**src/hw/uesd_pkg.sv**
```systemverilog
// package: register map, field layout and types of the endpoint status and dma control block
package uesd_pkg;
  localparam int          NUM_EP          = 4;
  localparam int          EP_W            = 2;
  localparam int          NUM_DMA_CH      = 3;
  localparam logic [7:0]  A_SEND          = 8'h00;
  localparam logic [7:0]  A_TOGCLR        = 8'h04;
  localparam logic [7:0]  A_DMACH         = 8'h08;
  localparam logic [7:0]  A_DMAEN         = 8'h0C;
  localparam logic [7:0]  A_DMADIS        = 8'h10;
  localparam logic [7:0]  A_SEL           = 8'h14;
  localparam logic [7:0]  A_STATUS        = 8'h18;
  localparam logic [7:0]  A_STCLR         = 8'h1C;
  localparam logic [7:0]  A_FIFOADDR      = 8'h20;
  localparam logic [7:0]  A_CTRL          = 8'h24;
  localparam logic [7:0]  A_BUSY          = 8'h28;
  localparam logic [7:0]  A_IRQ_ST        = 8'h2C;
  localparam logic [7:0]  A_IRQ_EN        = 8'h30;
  localparam logic [7:0]  A_IRQ_CLR       = 8'h34;
  localparam logic [7:0]  A_DMASTAT       = 8'h38;
  localparam logic [31:0] FIFO_BASE       = 32'h4005_0020;
  localparam logic [31:0] FIFO_STRIDE     = 32'h0000_0004;
  localparam logic [31:0] RD_UNMAPPED     = 32'h0000_0000;
  localparam logic [7:0]  MAXPKT_RESET    = 8'h40;
  // direction selector values
  localparam logic [1:0]  DIR_HOST_OUT    = 2'd0;
  localparam logic [1:0]  DIR_HOST_IN     = 2'd1;
  localparam logic [1:0]  DIR_DEV_OUT     = 2'd2;
  localparam logic [1:0]  DIR_DEV_IN      = 2'd3;
  // status word bit positions: host 14..31, device 0..13
  localparam int ST_W = 32;
  typedef enum logic [4:0] {
    TXN_HOST_OUT    = 5'b00001,
    TXN_DEV_IN      = 5'b00010,
    TXN_CTRL_FINAL  = 5'b00100,
    TXN_CTRL_SETUP  = 5'b01000,
    TXN_CTRL_STATUS = 5'b10000
  } uesd_txn_t;
  typedef struct packed {
    logic [7:0] h_rx;   // pid, noresp, stall, crc, nak, err, full, pktrdy
    logic [5:0] h_tx;   // nak, noresp, stall, err, nonempty(lvl), pending(lvl)
    logic [3:0] h_ctrl; // nak, noresp, rxstall, rxpkt
    logic [4:0] d_rx;   // stall, crc, dropped, full(lvl), pktrdy
    logic [4:0] d_tx;   // split, stall, nodata, nonempty(lvl), pending(lvl)
    logic [3:0] d_ctrl; // early end, stall, txpend(lvl), rxpkt
  } uesd_status_t;
  // one-cycle events reported by the usb engine for one endpoint
  typedef struct packed {
    logic [EP_W-1:0] ep;
    logic            valid;
    uesd_status_t    flags;
  } uesd_event_t;
  localparam logic [31:0] LEVEL_MASK = 32'h0003_0000 >> 16 << 14 | 32'h0000_0000;
  localparam int IRQ_SEND_DONE = 0;
  localparam int IRQ_STATUS    = 1;
  localparam int IRQ_REFUSED   = 2;
  localparam int IRQ_W         = 3;
endpackage : uesd_pkg

```
**src/hw/uesd_top.sv**
```systemverilog
// module: endpoint send, toggle, dma routing and sticky status for a dual-role usb controller
`timescale 1ns/1ps
module uesd_top
  import uesd_pkg::*;
#(
  parameter int NEP = uesd_pkg::NUM_EP
) (
  input  wire logic                   clk,              // 50 mhz controller clock
  input  wire logic                   rstn,             // async active-low reset
  input  wire logic [7:0]             avs_address,      // byte address
  input  wire logic                   avs_read,         // read request
  input  wire logic                   avs_write,        // write request
  input  wire logic [31:0]            avs_writedata,    // write data
  input  wire logic [3:0]             avs_byteenable,   // byte lanes
  output logic      [31:0]            avs_readdata,     // read data
  output logic                        avs_waitrequest,  // stall
  input  wire logic                   host_role,        // 1 host, 0 device
  input  wire uesd_pkg::uesd_event_t  bus_event,        // sticky event pulses from engine
  input  wire logic [NEP-1:0]         tx_done,          // engine finished transmission per ep
  input  wire logic [NEP-1:0]         fifo_wr,          // one byte written into ep buffer
  input  wire logic [NEP-1:0]         rx_dma_req_ep,    // engine dma request, receive, per ep
  input  wire logic [NEP-1:0]         tx_dma_req_ep,    // engine dma request, transmit, per ep
  output logic                        tx_start,         // start pulse to engine
  output logic      [uesd_pkg::EP_W-1:0] tx_start_ep,   // endpoint of start
  output uesd_pkg::uesd_txn_t         tx_start_type,    // transaction type of start
  output logic      [NEP-1:0]         toggle_clr_tx,    // clear tx data toggle pulse
  output logic      [NEP-1:0]         toggle_clr_rx,    // clear rx data toggle pulse
  output logic      [2:0]             rx_dma_req,       // receive dma request channels
  output logic      [2:0]             tx_dma_req,       // transmit dma request channels
  output logic                        irq               // level interrupt
);
  import uesd_pkg::*;

  //////////////////////////////////////////////////////////////////////////////
  // bus decode: single-cycle wait then answer, every access takes two cycles
  logic        ack_r;
  logic        wr_go, rd_go;
  logic [31:0] wd;
  assign wr_go = avs_write & ~ack_r;
  assign rd_go = avs_read & ~ack_r;
  always_comb begin
    for (int b = 0; b < 4; b++) wd[b*8 +: 8] = avs_byteenable[b] ? avs_writedata[b*8 +: 8] : 8'h00;
  end
  always_ff @(posedge clk or negedge rstn) begin
    if (!rstn) ack_r <= 1'b0;
    else ack_r <= (avs_read | avs_write) & ~ack_r;
  end

  //////////////////////////////////////////////////////////////////////////////
  // control registers
  logic [EP_W-1:0] sel_r;                  // endpoint selected for status / address reads
  logic [NEP-1:0]  auto_r;                 // auto transmit per ep
  logic [7:0]      maxpkt_r;
  logic [NEP-1:0]  dma_rx_en_r, dma_tx_en_r;
  logic [NEP-1:0]  dma_mode_rx_r, dma_mode_tx_r;
  logic [EP_W-1:0] rx_map_r [NUM_DMA_CH];
  logic [EP_W-1:0] tx_map_r [NUM_DMA_CH];
  logic [NEP-1:0]  busy_r;
  logic [7:0]      fill_r [NEP];
  uesd_status_t    st_r [NEP];
  logic [IRQ_W-1:0] irq_st_r, irq_en_r;

  wire w_send   = wr_go && avs_address == A_SEND;
  wire w_togclr = wr_go && avs_address == A_TOGCLR;
  wire w_dmach  = wr_go && avs_address == A_DMACH;
  wire w_dmaen  = wr_go && avs_address == A_DMAEN;
  wire w_dmadis = wr_go && avs_address == A_DMADIS;
  wire w_stclr  = wr_go && avs_address == A_STCLR;
  wire [EP_W-1:0] cmd_ep = wd[EP_W-1:0];
  wire [1:0]      cmd_dir = wd[9:8];
  wire            cmd_in  = (cmd_dir == DIR_HOST_IN) || (cmd_dir == DIR_DEV_IN);

  always_ff @(posedge clk or negedge rstn) begin
    if (!rstn) begin
      sel_r    <= '0;
      auto_r   <= '0;
      maxpkt_r <= MAXPKT_RESET;
    end else if (wr_go && avs_address == A_SEL) begin
      sel_r <= wd[EP_W-1:0];
    end else if (wr_go && avs_address == A_CTRL) begin
      auto_r   <= wd[NEP-1:0];
      maxpkt_r <= wd[15:8];
    end
  end

  //////////////////////////////////////////////////////////////////////////////
  // send requests: software or auto, refused while busy
  logic     sw_ok, refused;
  uesd_txn_t req_type;
  logic [NEP-1:0] auto_go;
  always_comb begin
    unique case (wd[12:8])
      5'b00001: req_type = TXN_HOST_OUT;
      5'b00010: req_type = TXN_DEV_IN;
      5'b00100: req_type = TXN_CTRL_FINAL;
      5'b01000: req_type = TXN_CTRL_SETUP;
      default:  req_type = TXN_CTRL_STATUS;
    endcase
  end
  assign sw_ok   = w_send && !busy_r[cmd_ep] && !auto_r[cmd_ep];
  assign refused = w_send && (busy_r[cmd_ep] || auto_r[cmd_ep]);

  genvar e;
  generate
    for (e = 0; e < NEP; e++) begin : g_ep
      assign auto_go[e] = auto_r[e] && !busy_r[e] && fifo_wr[e] && (fill_r[e] + 8'd1 >= maxpkt_r);
      always_ff @(posedge clk or negedge rstn) begin
        if (!rstn) fill_r[e] <= '0;
        else if (auto_go[e]) fill_r[e] <= '0;
        else if (fifo_wr[e] && fill_r[e] != 8'hFF) fill_r[e] <= fill_r[e] + 8'd1;
      end
      always_ff @(posedge clk or negedge rstn) begin
        if (!rstn) busy_r[e] <= 1'b0;
        else if ((sw_ok && cmd_ep == EP_W'(e)) || auto_go[e]) busy_r[e] <= 1'b1;
        else if (tx_done[e]) busy_r[e] <= 1'b0;
      end
      // sticky flags: set wins over a clear in the same cycle
      always_ff @(posedge clk or negedge rstn) begin
        if (!rstn) st_r[e] <= '0;
        else st_r[e] <= (st_r[e] & ~((w_stclr && cmd_ep == EP_W'(e)) ? uesd_status_t'(avs_writedata) : '0))
                      | ((bus_event.valid && bus_event.ep == EP_W'(e)) ? bus_event.flags : '0);
      end
    end
  endgenerate

  always_ff @(posedge clk or negedge rstn) begin
    if (!rstn) begin
      tx_start      <= 1'b0;
      tx_start_ep   <= '0;
      tx_start_type <= TXN_HOST_OUT;
    end else begin
      tx_start <= sw_ok | (|auto_go);
      if (sw_ok) begin
        tx_start_ep   <= cmd_ep;
        tx_start_type <= req_type;
      end else begin
        for (int i = 0; i < NEP; i++) begin
          if (auto_go[i]) begin
            tx_start_ep   <= EP_W'(i);
            tx_start_type <= host_role ? TXN_HOST_OUT : TXN_DEV_IN;
          end
        end
      end
    end
  end

  //////////////////////////////////////////////////////////////////////////////
  // toggle clears, not for endpoint zero
  always_ff @(posedge clk or negedge rstn) begin
    if (!rstn) begin
      toggle_clr_tx <= '0;
      toggle_clr_rx <= '0;
    end else begin
      toggle_clr_tx <= '0;
      toggle_clr_rx <= '0;
      if (w_togclr && cmd_ep != '0) begin
        if (cmd_dir == DIR_HOST_OUT || cmd_dir == DIR_DEV_IN) toggle_clr_tx[cmd_ep] <= 1'b1;
        else toggle_clr_rx[cmd_ep] <= 1'b1;
      end
    end
  end

  //////////////////////////////////////////////////////////////////////////////
  // dma enable / disable and channel map
  always_ff @(posedge clk or negedge rstn) begin
    if (!rstn) begin
      dma_rx_en_r   <= '0;
      dma_tx_en_r   <= '0;
      dma_mode_rx_r <= '0;
      dma_mode_tx_r <= '0;
    end else if (w_dmaen) begin
      if (cmd_dir == DIR_DEV_IN) begin
        dma_tx_en_r[cmd_ep]   <= 1'b1;
        dma_mode_tx_r[cmd_ep] <= wd[16];
      end else begin
        dma_rx_en_r[cmd_ep]   <= 1'b1;
        dma_mode_rx_r[cmd_ep] <= wd[16];
      end
    end else if (w_dmadis) begin
      if (cmd_dir == DIR_DEV_IN) dma_tx_en_r[cmd_ep] <= 1'b0;
      else dma_rx_en_r[cmd_ep] <= 1'b0;
    end
  end

  always_ff @(posedge clk or negedge rstn) begin
    if (!rstn) begin
      for (int c = 0; c < NUM_DMA_CH; c++) begin
        rx_map_r[c] <= EP_W'(c + 1);
        tx_map_r[c] <= EP_W'(c + 1);
      end
    end else if (w_dmach && cmd_ep != '0 && wd[17:16] < 2'd3) begin
      if (wd[20]) tx_map_r[wd[17:16]] <= cmd_ep;
      else rx_map_r[wd[17:16]] <= cmd_ep;
    end
  end

  always_ff @(posedge clk or negedge rstn) begin
    if (!rstn) begin
      rx_dma_req <= '0;
      tx_dma_req <= '0;
    end else begin
      for (int c = 0; c < NUM_DMA_CH; c++) begin
        rx_dma_req[c] <= rx_dma_req_ep[rx_map_r[c]] & dma_rx_en_r[rx_map_r[c]];
        tx_dma_req[c] <= tx_dma_req_ep[tx_map_r[c]] & dma_tx_en_r[tx_map_r[c]];
      end
    end
  end

  //////////////////////////////////////////////////////////////////////////////
  // interrupts: status events only raised for endpoints with neither direction under dma
  logic [IRQ_W-1:0] irq_ev;
  wire ev_dma = bus_event.valid && (dma_rx_en_r[bus_event.ep] || dma_tx_en_r[bus_event.ep]);
  assign irq_ev[IRQ_SEND_DONE] = |(tx_done & busy_r);
  assign irq_ev[IRQ_STATUS]    = bus_event.valid && (|bus_event.flags) && !ev_dma;
  assign irq_ev[IRQ_REFUSED]   = refused;
  always_ff @(posedge clk or negedge rstn) begin
    if (!rstn) begin
      irq_st_r <= '0;
      irq_en_r <= '0;
      irq      <= 1'b0;
    end else begin
      irq_st_r <= (irq_st_r & ~((wr_go && avs_address == A_IRQ_CLR) ? wd[IRQ_W-1:0] : '0)) | irq_ev;
      if (wr_go && avs_address == A_IRQ_EN) irq_en_r <= wd[IRQ_W-1:0];
      irq <= |(irq_st_r & irq_en_r);
    end
  end

  //////////////////////////////////////////////////////////////////////////////
  // read mux
  logic [31:0] rd;
  always_comb begin
    unique case (avs_address)
      A_STATUS:   rd = 32'(st_r[sel_r]);
      A_FIFOADDR: rd = FIFO_BASE + FIFO_STRIDE * 32'(sel_r);
      A_CTRL:     rd = {16'h0000, maxpkt_r, 8'(auto_r)};
      A_SEL:      rd = 32'(sel_r);
      A_BUSY:     rd = 32'(busy_r);
      A_IRQ_ST:   rd = 32'(irq_st_r);
      A_IRQ_EN:   rd = 32'(irq_en_r);
      A_DMASTAT:  rd = {8'h00, 8'(dma_mode_tx_r), 8'(dma_mode_rx_r), 4'(dma_tx_en_r), 4'(dma_rx_en_r)};
      default:    rd = RD_UNMAPPED;
    endcase
  end
  always_ff @(posedge clk or negedge rstn) begin
    if (!rstn) avs_readdata <= '0;
    else if (rd_go) avs_readdata <= rd;
  end
  always_ff @(posedge clk or negedge rstn) begin
    if (!rstn) avs_waitrequest <= 1'b1;
    else avs_waitrequest <= ~((avs_read | avs_write) & ~ack_r);
  end
endmodule : uesd_top

```
**config.mk**
```make
export PLATFORM = sky130hd
export DESIGN_NAME = uesd_top
export DESIGN_NICKNAME = d
export VERILOG_FILES = /design/src/hw/uesd_pkg.sv /design/src/hw/uesd_top.sv
export SDC_FILE = /design/constraint.sdc
export NUM_CORES = 1
export LEC_CHECK = 0
export ABC_CLOCK_PERIOD_IN_PS = 4200
export BUFFER_PORTS_ARGS = -buffer_cell sky130_fd_sc_hd__buf_2
export CAP_MARGIN = 20
export CORE_MARGIN = 3
export CORE_UTILIZATION = 61
export CTS_BUF_LIST = sky130_fd_sc_hd__clkbuf_8
export CTS_CLUSTER_DIAMETER = 60
export DETAILED_ROUTE_END_ITERATION = 8
export MAX_ROUTING_LAYER = met4
export PLACE_DENSITY_LB_ADDON = 0.15
export SYNTH_ARGS = -nofsm -noshare
export SYNTH_HDL_FRONTEND = slang
export SYNTH_SLANG_ARGS = --single-unit
```
**constraint.sdc**
```tcl
create_clock -name clk -period 4.2 [get_ports clk]
set_input_delay 1.26 -clock clk [delete_from_list [all_inputs] [get_ports clk]]
set_output_delay 1.26 -clock clk [all_outputs]
set_load 0.005 [all_outputs]
```
* Word level (Yosys, flattened, before mapping)
Cells that the tools add are included.
Word-level totals: register bits 269, input port bits 100
Operators by class: reduce and logical (&&, ||, !) cells 89, mux-type cells 96, magnitude comparators 17, equal/unequal tests 29, add/sub/neg operators 5, bitwise logic cells 40
Operators by type and width (count):
- $mux 32 | 10
- $pmux 32 s8 | 1
- $and 32x32->32 | 4
- $not 32->32 | 4
- $or 32x32->32 | 4
- $mux 8 | 9
- $bmux 32 s2 | 1
- $eq 8x6->1 const B | 7
- $mux 4 | 13
- $logic_and 1x1->1 | 49
- $add 31x4->32 const A | 1
- $add 8x1->8 const B | 4
- $bmux 1 s2 | 16
- $eq 8x5->1 const B | 4
- $ge 8x8->1 | 4
- $ne 8x8->1 const B | 4
- $reduce_or 32->1 | 1
- $mux 5 | 6
- $mux 1 | 25
- $lt 2x3->1 const B | 8
- $pmux 5 s4 | 1
- $reduce_bool 2->1 | 10
- $eq 8x4->1 const B | 2
- $mux 2 | 7
- 34 further kinds | 81

* Longest topological paths before layout
word-level depth 10, mapped depth 12, gate-level depth less buffers 11

* Least setup slack after synthesis
No wires, ideal clock.
path type input port to flip-flop, start input port avs_byteenable[1], end register dma_mode_tx_r[0], arrival time 3.012 ns, setup slack 1.064 ns, path buffers 1, cell stages on the path 8, required time 4.075 ns, path through clkbuf_1 > nand2_1 > inv_1 > ha_1 > inv_1 > or4_1 > nor2_1 > mux2_2
On the way: cells in the longest elaborated chain, start to end 3
Ends and longest elaborated chain:
- from (decl) | line uesd_top.sv:14 | input wire logic [3:0] avs_byteenable,
- $mux 8 | line uesd_top.sv:42 | for (int b = 0; b < 4; b++) wd[b*8 +: 8] = avs_byteenable[b] ? avs_writedata[b*8 +: 8] : 8'h00;
- named net cmd_dir[0] | line uesd_top.sv:70 | wire [1:0] cmd_dir = wd[9:8];
- $eq 2x2->1 | line uesd_top.sv:172 | if (cmd_dir == DIR_DEV_IN) begin
- $reduce_and 2->1 (no source line)
- to (signal, indexed assignment) | line uesd_top.sv:174 | dma_mode_tx_r[cmd_ep] <= wd[16];
- to (decl) | line uesd_top.sv:55 | logic [NEP-1:0] dma_mode_rx_r, dma_mode_tx_r;
The timed path passes the listed nets, and every way through them passes these cells. A chain may end at the register's enable or synchronous reset.

* Worst setup path in the final report
start register fill_r[0] in the netlist's numbering, end register tx_start_type[1]
On the way: cells in the longest elaborated chain, start to end 5, elaborated cells between the ends (all ways) 6, classes of those cells add/sub (1); order compare (1); mux (2); reduce/logical (2)
Ends and longest elaborated chain:
- from (decl) | line uesd_top.sv:59 | logic [7:0] fill_r [NEP];
- from (signal, indexed assignment) | line uesd_top.sv:108 | if (!rstn) fill_r[e] <= '0;
- from (signal, indexed assignment) | line uesd_top.sv:109 | else if (auto_go[e]) fill_r[e] <= '0;
- $add 8x1->8 * | line uesd_top.sv:106 | assign auto_go[e] = auto_r[e] && !busy_r[e] && fifo_wr[e] && (fill_r[e] + 8'd1 >= maxpkt_r);
- $ge 8x8->1 * | line uesd_top.sv:106
- $logic_and 1x1->1 * | line uesd_top.sv:106
- $mux 5 | line uesd_top.sv:138 | if (auto_go[i]) begin
- $mux 5 | line uesd_top.sv:133 | if (sw_ok) begin
- to (signal assigned) | line uesd_top.sv:135 | tx_start_type <= req_type;
- to (signal assigned) | line uesd_top.sv:140 | tx_start_type <= host_role ? TXN_HOST_OUT : TXN_DEV_IN;
- to (decl) | line uesd_top.sv:25 | output uesd_pkg::uesd_txn_t tx_start_type,
Every way passes the cells marked *; elsewhere a longest branch is shown, timed or not.

==> run_results.csv <==
group,metric,value,unit
global_route,grt_max_degree,84,
timing,hold_slack,0.465,ns
run_status,status,"finished clean",
timing,fin_skew,0.0281,ns
timing,clock.fmax,0.279,GHz
setup_path,path_buf_inv,0,
clock_network,clk_latency,0.57,ns
synthesis,synth_edf_count,0,
synthesis,ys_types,67,
placement,io_buffers,154,
setup_path,cp_max_fo,12,
timing,slew_headroom,30.5,%
die,placementRows,53,
timing,finalSetupTns,0,ns
timing,finalCriticalPeriod,3.58,ns
routing,drtAntennaViolNets,0,
global_route,grt_usage,32.3,%
setup_path,cp_top_family,"simple AND/OR/NAND/NOR gates",
setup_path,critPathRequiredTime,4.63,ns
finish,most-common-layout-cells,"257 x dfrtp_1, 253 x nand2_1, 153 x buf_2",
clock_network,clkTransAtPathRegs,0.06,ns
placement,place_hpwl,25.8,mm
global_route,grt_pass1_wl,59.5,mm
timing,finalCritPeriodShare,85.3,%
die,coreArea,21400,um^2
die,pin_count,156,
clock_network,numCtsBuffers,46,
routing,first_iter_violations,1093,
synthesis,syn-cell-area,13400,um^2
die,chipHeight,154,um
finish,layout-drive-gt1-share,22.9,%
clock_network,cts_setup_buffers,0,
clock_network,cts.sinks,269,
global_route,antenna_found_initial,4,
synthesis,synth_flop_cell,"dfrtp_1",
routing,drc,0,
routing,vias,10867,
placement,gp_congestion,0.953,
power,power.total,6.87,mW
timing,drv_slew,0,
clock_network,cts-hold-fix-buffers,0,
setup_path,cp-end-kind,"register",
setup_path,slowest_stage,"or4_4",
synthesis,netlist_instances,1272,
routing,avgViaCountPerCell,6.22,
clock_network,root_buffer,"clkbuf_8",
finish,layout_commonest_cell,"dfrtp_1",
setup_path,start_kind,"register",
timing,rsz0062_at_grt,"no",
routing,wire_per_inst,21.3,um
setup_path,critPathKind,"reg2reg",
synthesis,synthArstFlopShare,100,%
timing,finalHoldViolations,0,
timing,worstMarginPinSlew,1.03,ns
die,start_util,63.0,%
synthesis,yosys_register_bits,269,
setup_path,crit_path_frequent_cell,"or2_2",
setup_path,path_cells,"nand3_1, or2_2, or2_2, xnor2_1, ha_1, a21oi_1, o21ai_0, o2111a_1, or4_4, mux2_4",
clock_network,cts_max_path_buffers,3,
finish,fin_nets,1571,
synthesis,seq_area_frac_synth,50.2,%
global_route,grt_pass1_vias,10737,
power,p_leak,6.99,nW
die,dieArea,23900,um^2
flow_run,drv_cap,0,
clock_network,htree_levels,2,
setup_path,critPathMaxStageDelay,0.67,ns
synthesis,yosysWarnings,0,
routing,drt_first_pass_iters,6,
synthesis,postSynthAreaPerCell,10.6,um^2
finish,syn2layout_area_growth,14.9,%
routing,drt-total-wl,37.2,mm
power,peakVddDrop,0.274,mV
timing,setup_viol,0,
setup_path,crit_arrival,4.01,ns
die,die_x,154,um
hold_path,hold_class,"reg2reg",
clock_network,post_cts_resize_count,0,
power,cellPowerDensity,445,nW/um^2
clock_network,cts_tree,"built",
global_route,overflow,0,
layer usage:
layer	GRT usage, %	wire, um	part of all wire (%)
met5	-	0	0
met4	8.49	788	2.1
met3	6.55	3350	9.0
met2	48.0	17400	47
met1	46.3	15700	42
worst reg2reg max path: stages (launching register included):
cell      delay (ns)
dfrtp_1         0.43
nand3_1         0.16
or2_2           0.37
or2_2           0.32
xnor2_1         0.24
ha_1            0.29
a21oi_1         0.14
o21ai_0         0.09
o2111a_1        0.41
or4_4           0.67
mux2_4          0.33
area by class of cell:
cell class                      count  area [um^2]
Sequential cell                   269         6750
Tap cell                          275          344
Clock inverter                     24          104
Clock buffer                       61          840
Multi-Input combinational cell    906         6320
Timing Repair Buffer              174          956
Antenna cell                        4         10.0
Inverter                           34          128
Fill cell                        1603         5910
stage by stage:
| step | util, % | instances | instance area, um^2 | setup WS [ns] |
|---|---|---|---|---|
| final | 72.3 | 1747 | 15400 | 0.619 |
| after global routing | 72.3 | 1747 | 15400 | 0.441 |
| after CTS | 72.3 | 1743 | 15400 | 0.621 |
| after detailed placement | 67.9 | 1658 | 14500 | 0.565 |
| after global placement | 67.9 | 1658 | 14500 | 0.654 |
| after floorplan | - | 1273 | 13400 | 1.06 |
report_power, final:
group / total, mW / leakage, nW / internal, mW / switching [mW]
logic: 1.40 / 3.45 / 0.656 / 0.741
clock network: 2.38 / 0.559 / 1.30 / 1.08
registers: 3.10 / 2.98 / 2.85 / 0.248
registers in the layout (all words and copies together) (netlist names), named ones only:
register	cells
ack_r	1
auto_r	4
avs_readdata	32
avs_waitrequest	1
busy_r	4
dma_mode_rx_r	4
dma_mode_tx_r	4
fill_r	32
irq	1
irq_en_r	3
irq_st_r	3
maxpkt_r	8
rx_dma_req	3
rx_map_r	6
sel_r	2
st_r	128
toggle_clr_rx	4
toggle_clr_tx	4
tx_dma_req	3
tx_map_r	6
tx_start	1
tx_start_ep	2
tx_start_type	5
final timing paths:
path	startpoint	to	slack [ns]	depth (start not counted)
max in group asynchronous	rstn	st_r[26]	2.56	2
hold / removal	st_r[32]	st_r[32]	0.47	1
hold reg to reg	st_r[32]	st_r[32]	0.47	1
setup reg to reg	fill_r[0]	tx_start_type[1]	0.62	10
setup / recovery	fill_r[0]	tx_start_type[1]	0.62	10
min in group asynchronous	rstn	avs_readdata[21]	0.69	1
synth_stat cells (3+ instances only):
| library cell | instances | area share, % |
|---|---|---|
| a211oi_1 | 3 | 0.17 |
| a21o_1 | 10 | 0.56 |
| a21oi_1 | 36 | 1.3 |
| a22o_1 | 130 | 8.5 |
| a22oi_1 | 15 | 0.84 |
| a31oi_1 | 3 | 0.14 |
| and2_1 | 12 | 0.56 |
| and3_1 | 5 | 0.23 |
| and4b_1 | 4 | 0.30 |
| buf_1 | 5 | 0.14 |
| buf_2 | 19 | 0.71 |
| clkbuf_1 | 37 | 1.0 |
| dfrtp_1 | 258 | 48 |
| dfstp_2 | 11 | 2.1 |
| ha_1 | 40 | 3.7 |
| inv_1 | 34 | 0.95 |
| mux2_2 | 15 | 1.3 |
| mux2i_1 | 6 | 0.45 |
| mux4_2 | 38 | 6.4 |
| nand2_1 | 253 | 7.1 |
| nand2b_1 | 7 | 0.33 |
| nand3_1 | 17 | 0.63 |
| nand3b_1 | 3 | 0.17 |
| nand4_1 | 5 | 0.23 |
| nor2_1 | 86 | 2.4 |
| nor2b_1 | 4 | 0.19 |
| nor3_1 | 15 | 0.56 |
| nor3_2 | 5 | 0.37 |
| nor4_1 | 10 | 0.47 |
| o21ai_0 | 77 | 2.9 |
| o22ai_1 | 7 | 0.33 |
| o31ai_1 | 4 | 0.22 |
| or2_2 | 7 | 0.33 |
| or4_1 | 3 | 0.17 |
| xnor2_1 | 28 | 1.8 |
| xor2_1 | 16 | 1.0 |
cell families after synthesis:
group,after synthesis,synth area share (%)
mux,63,8.46
flops,269,50.2
simple gates,451,15.1
buf+inv,98,3.05
other cells,1,0.0279
xor+xnor,44,2.87
fa+ha+maj,40,3.72
compound gates,306,16.6
Power figures use the tool's default switching activity.
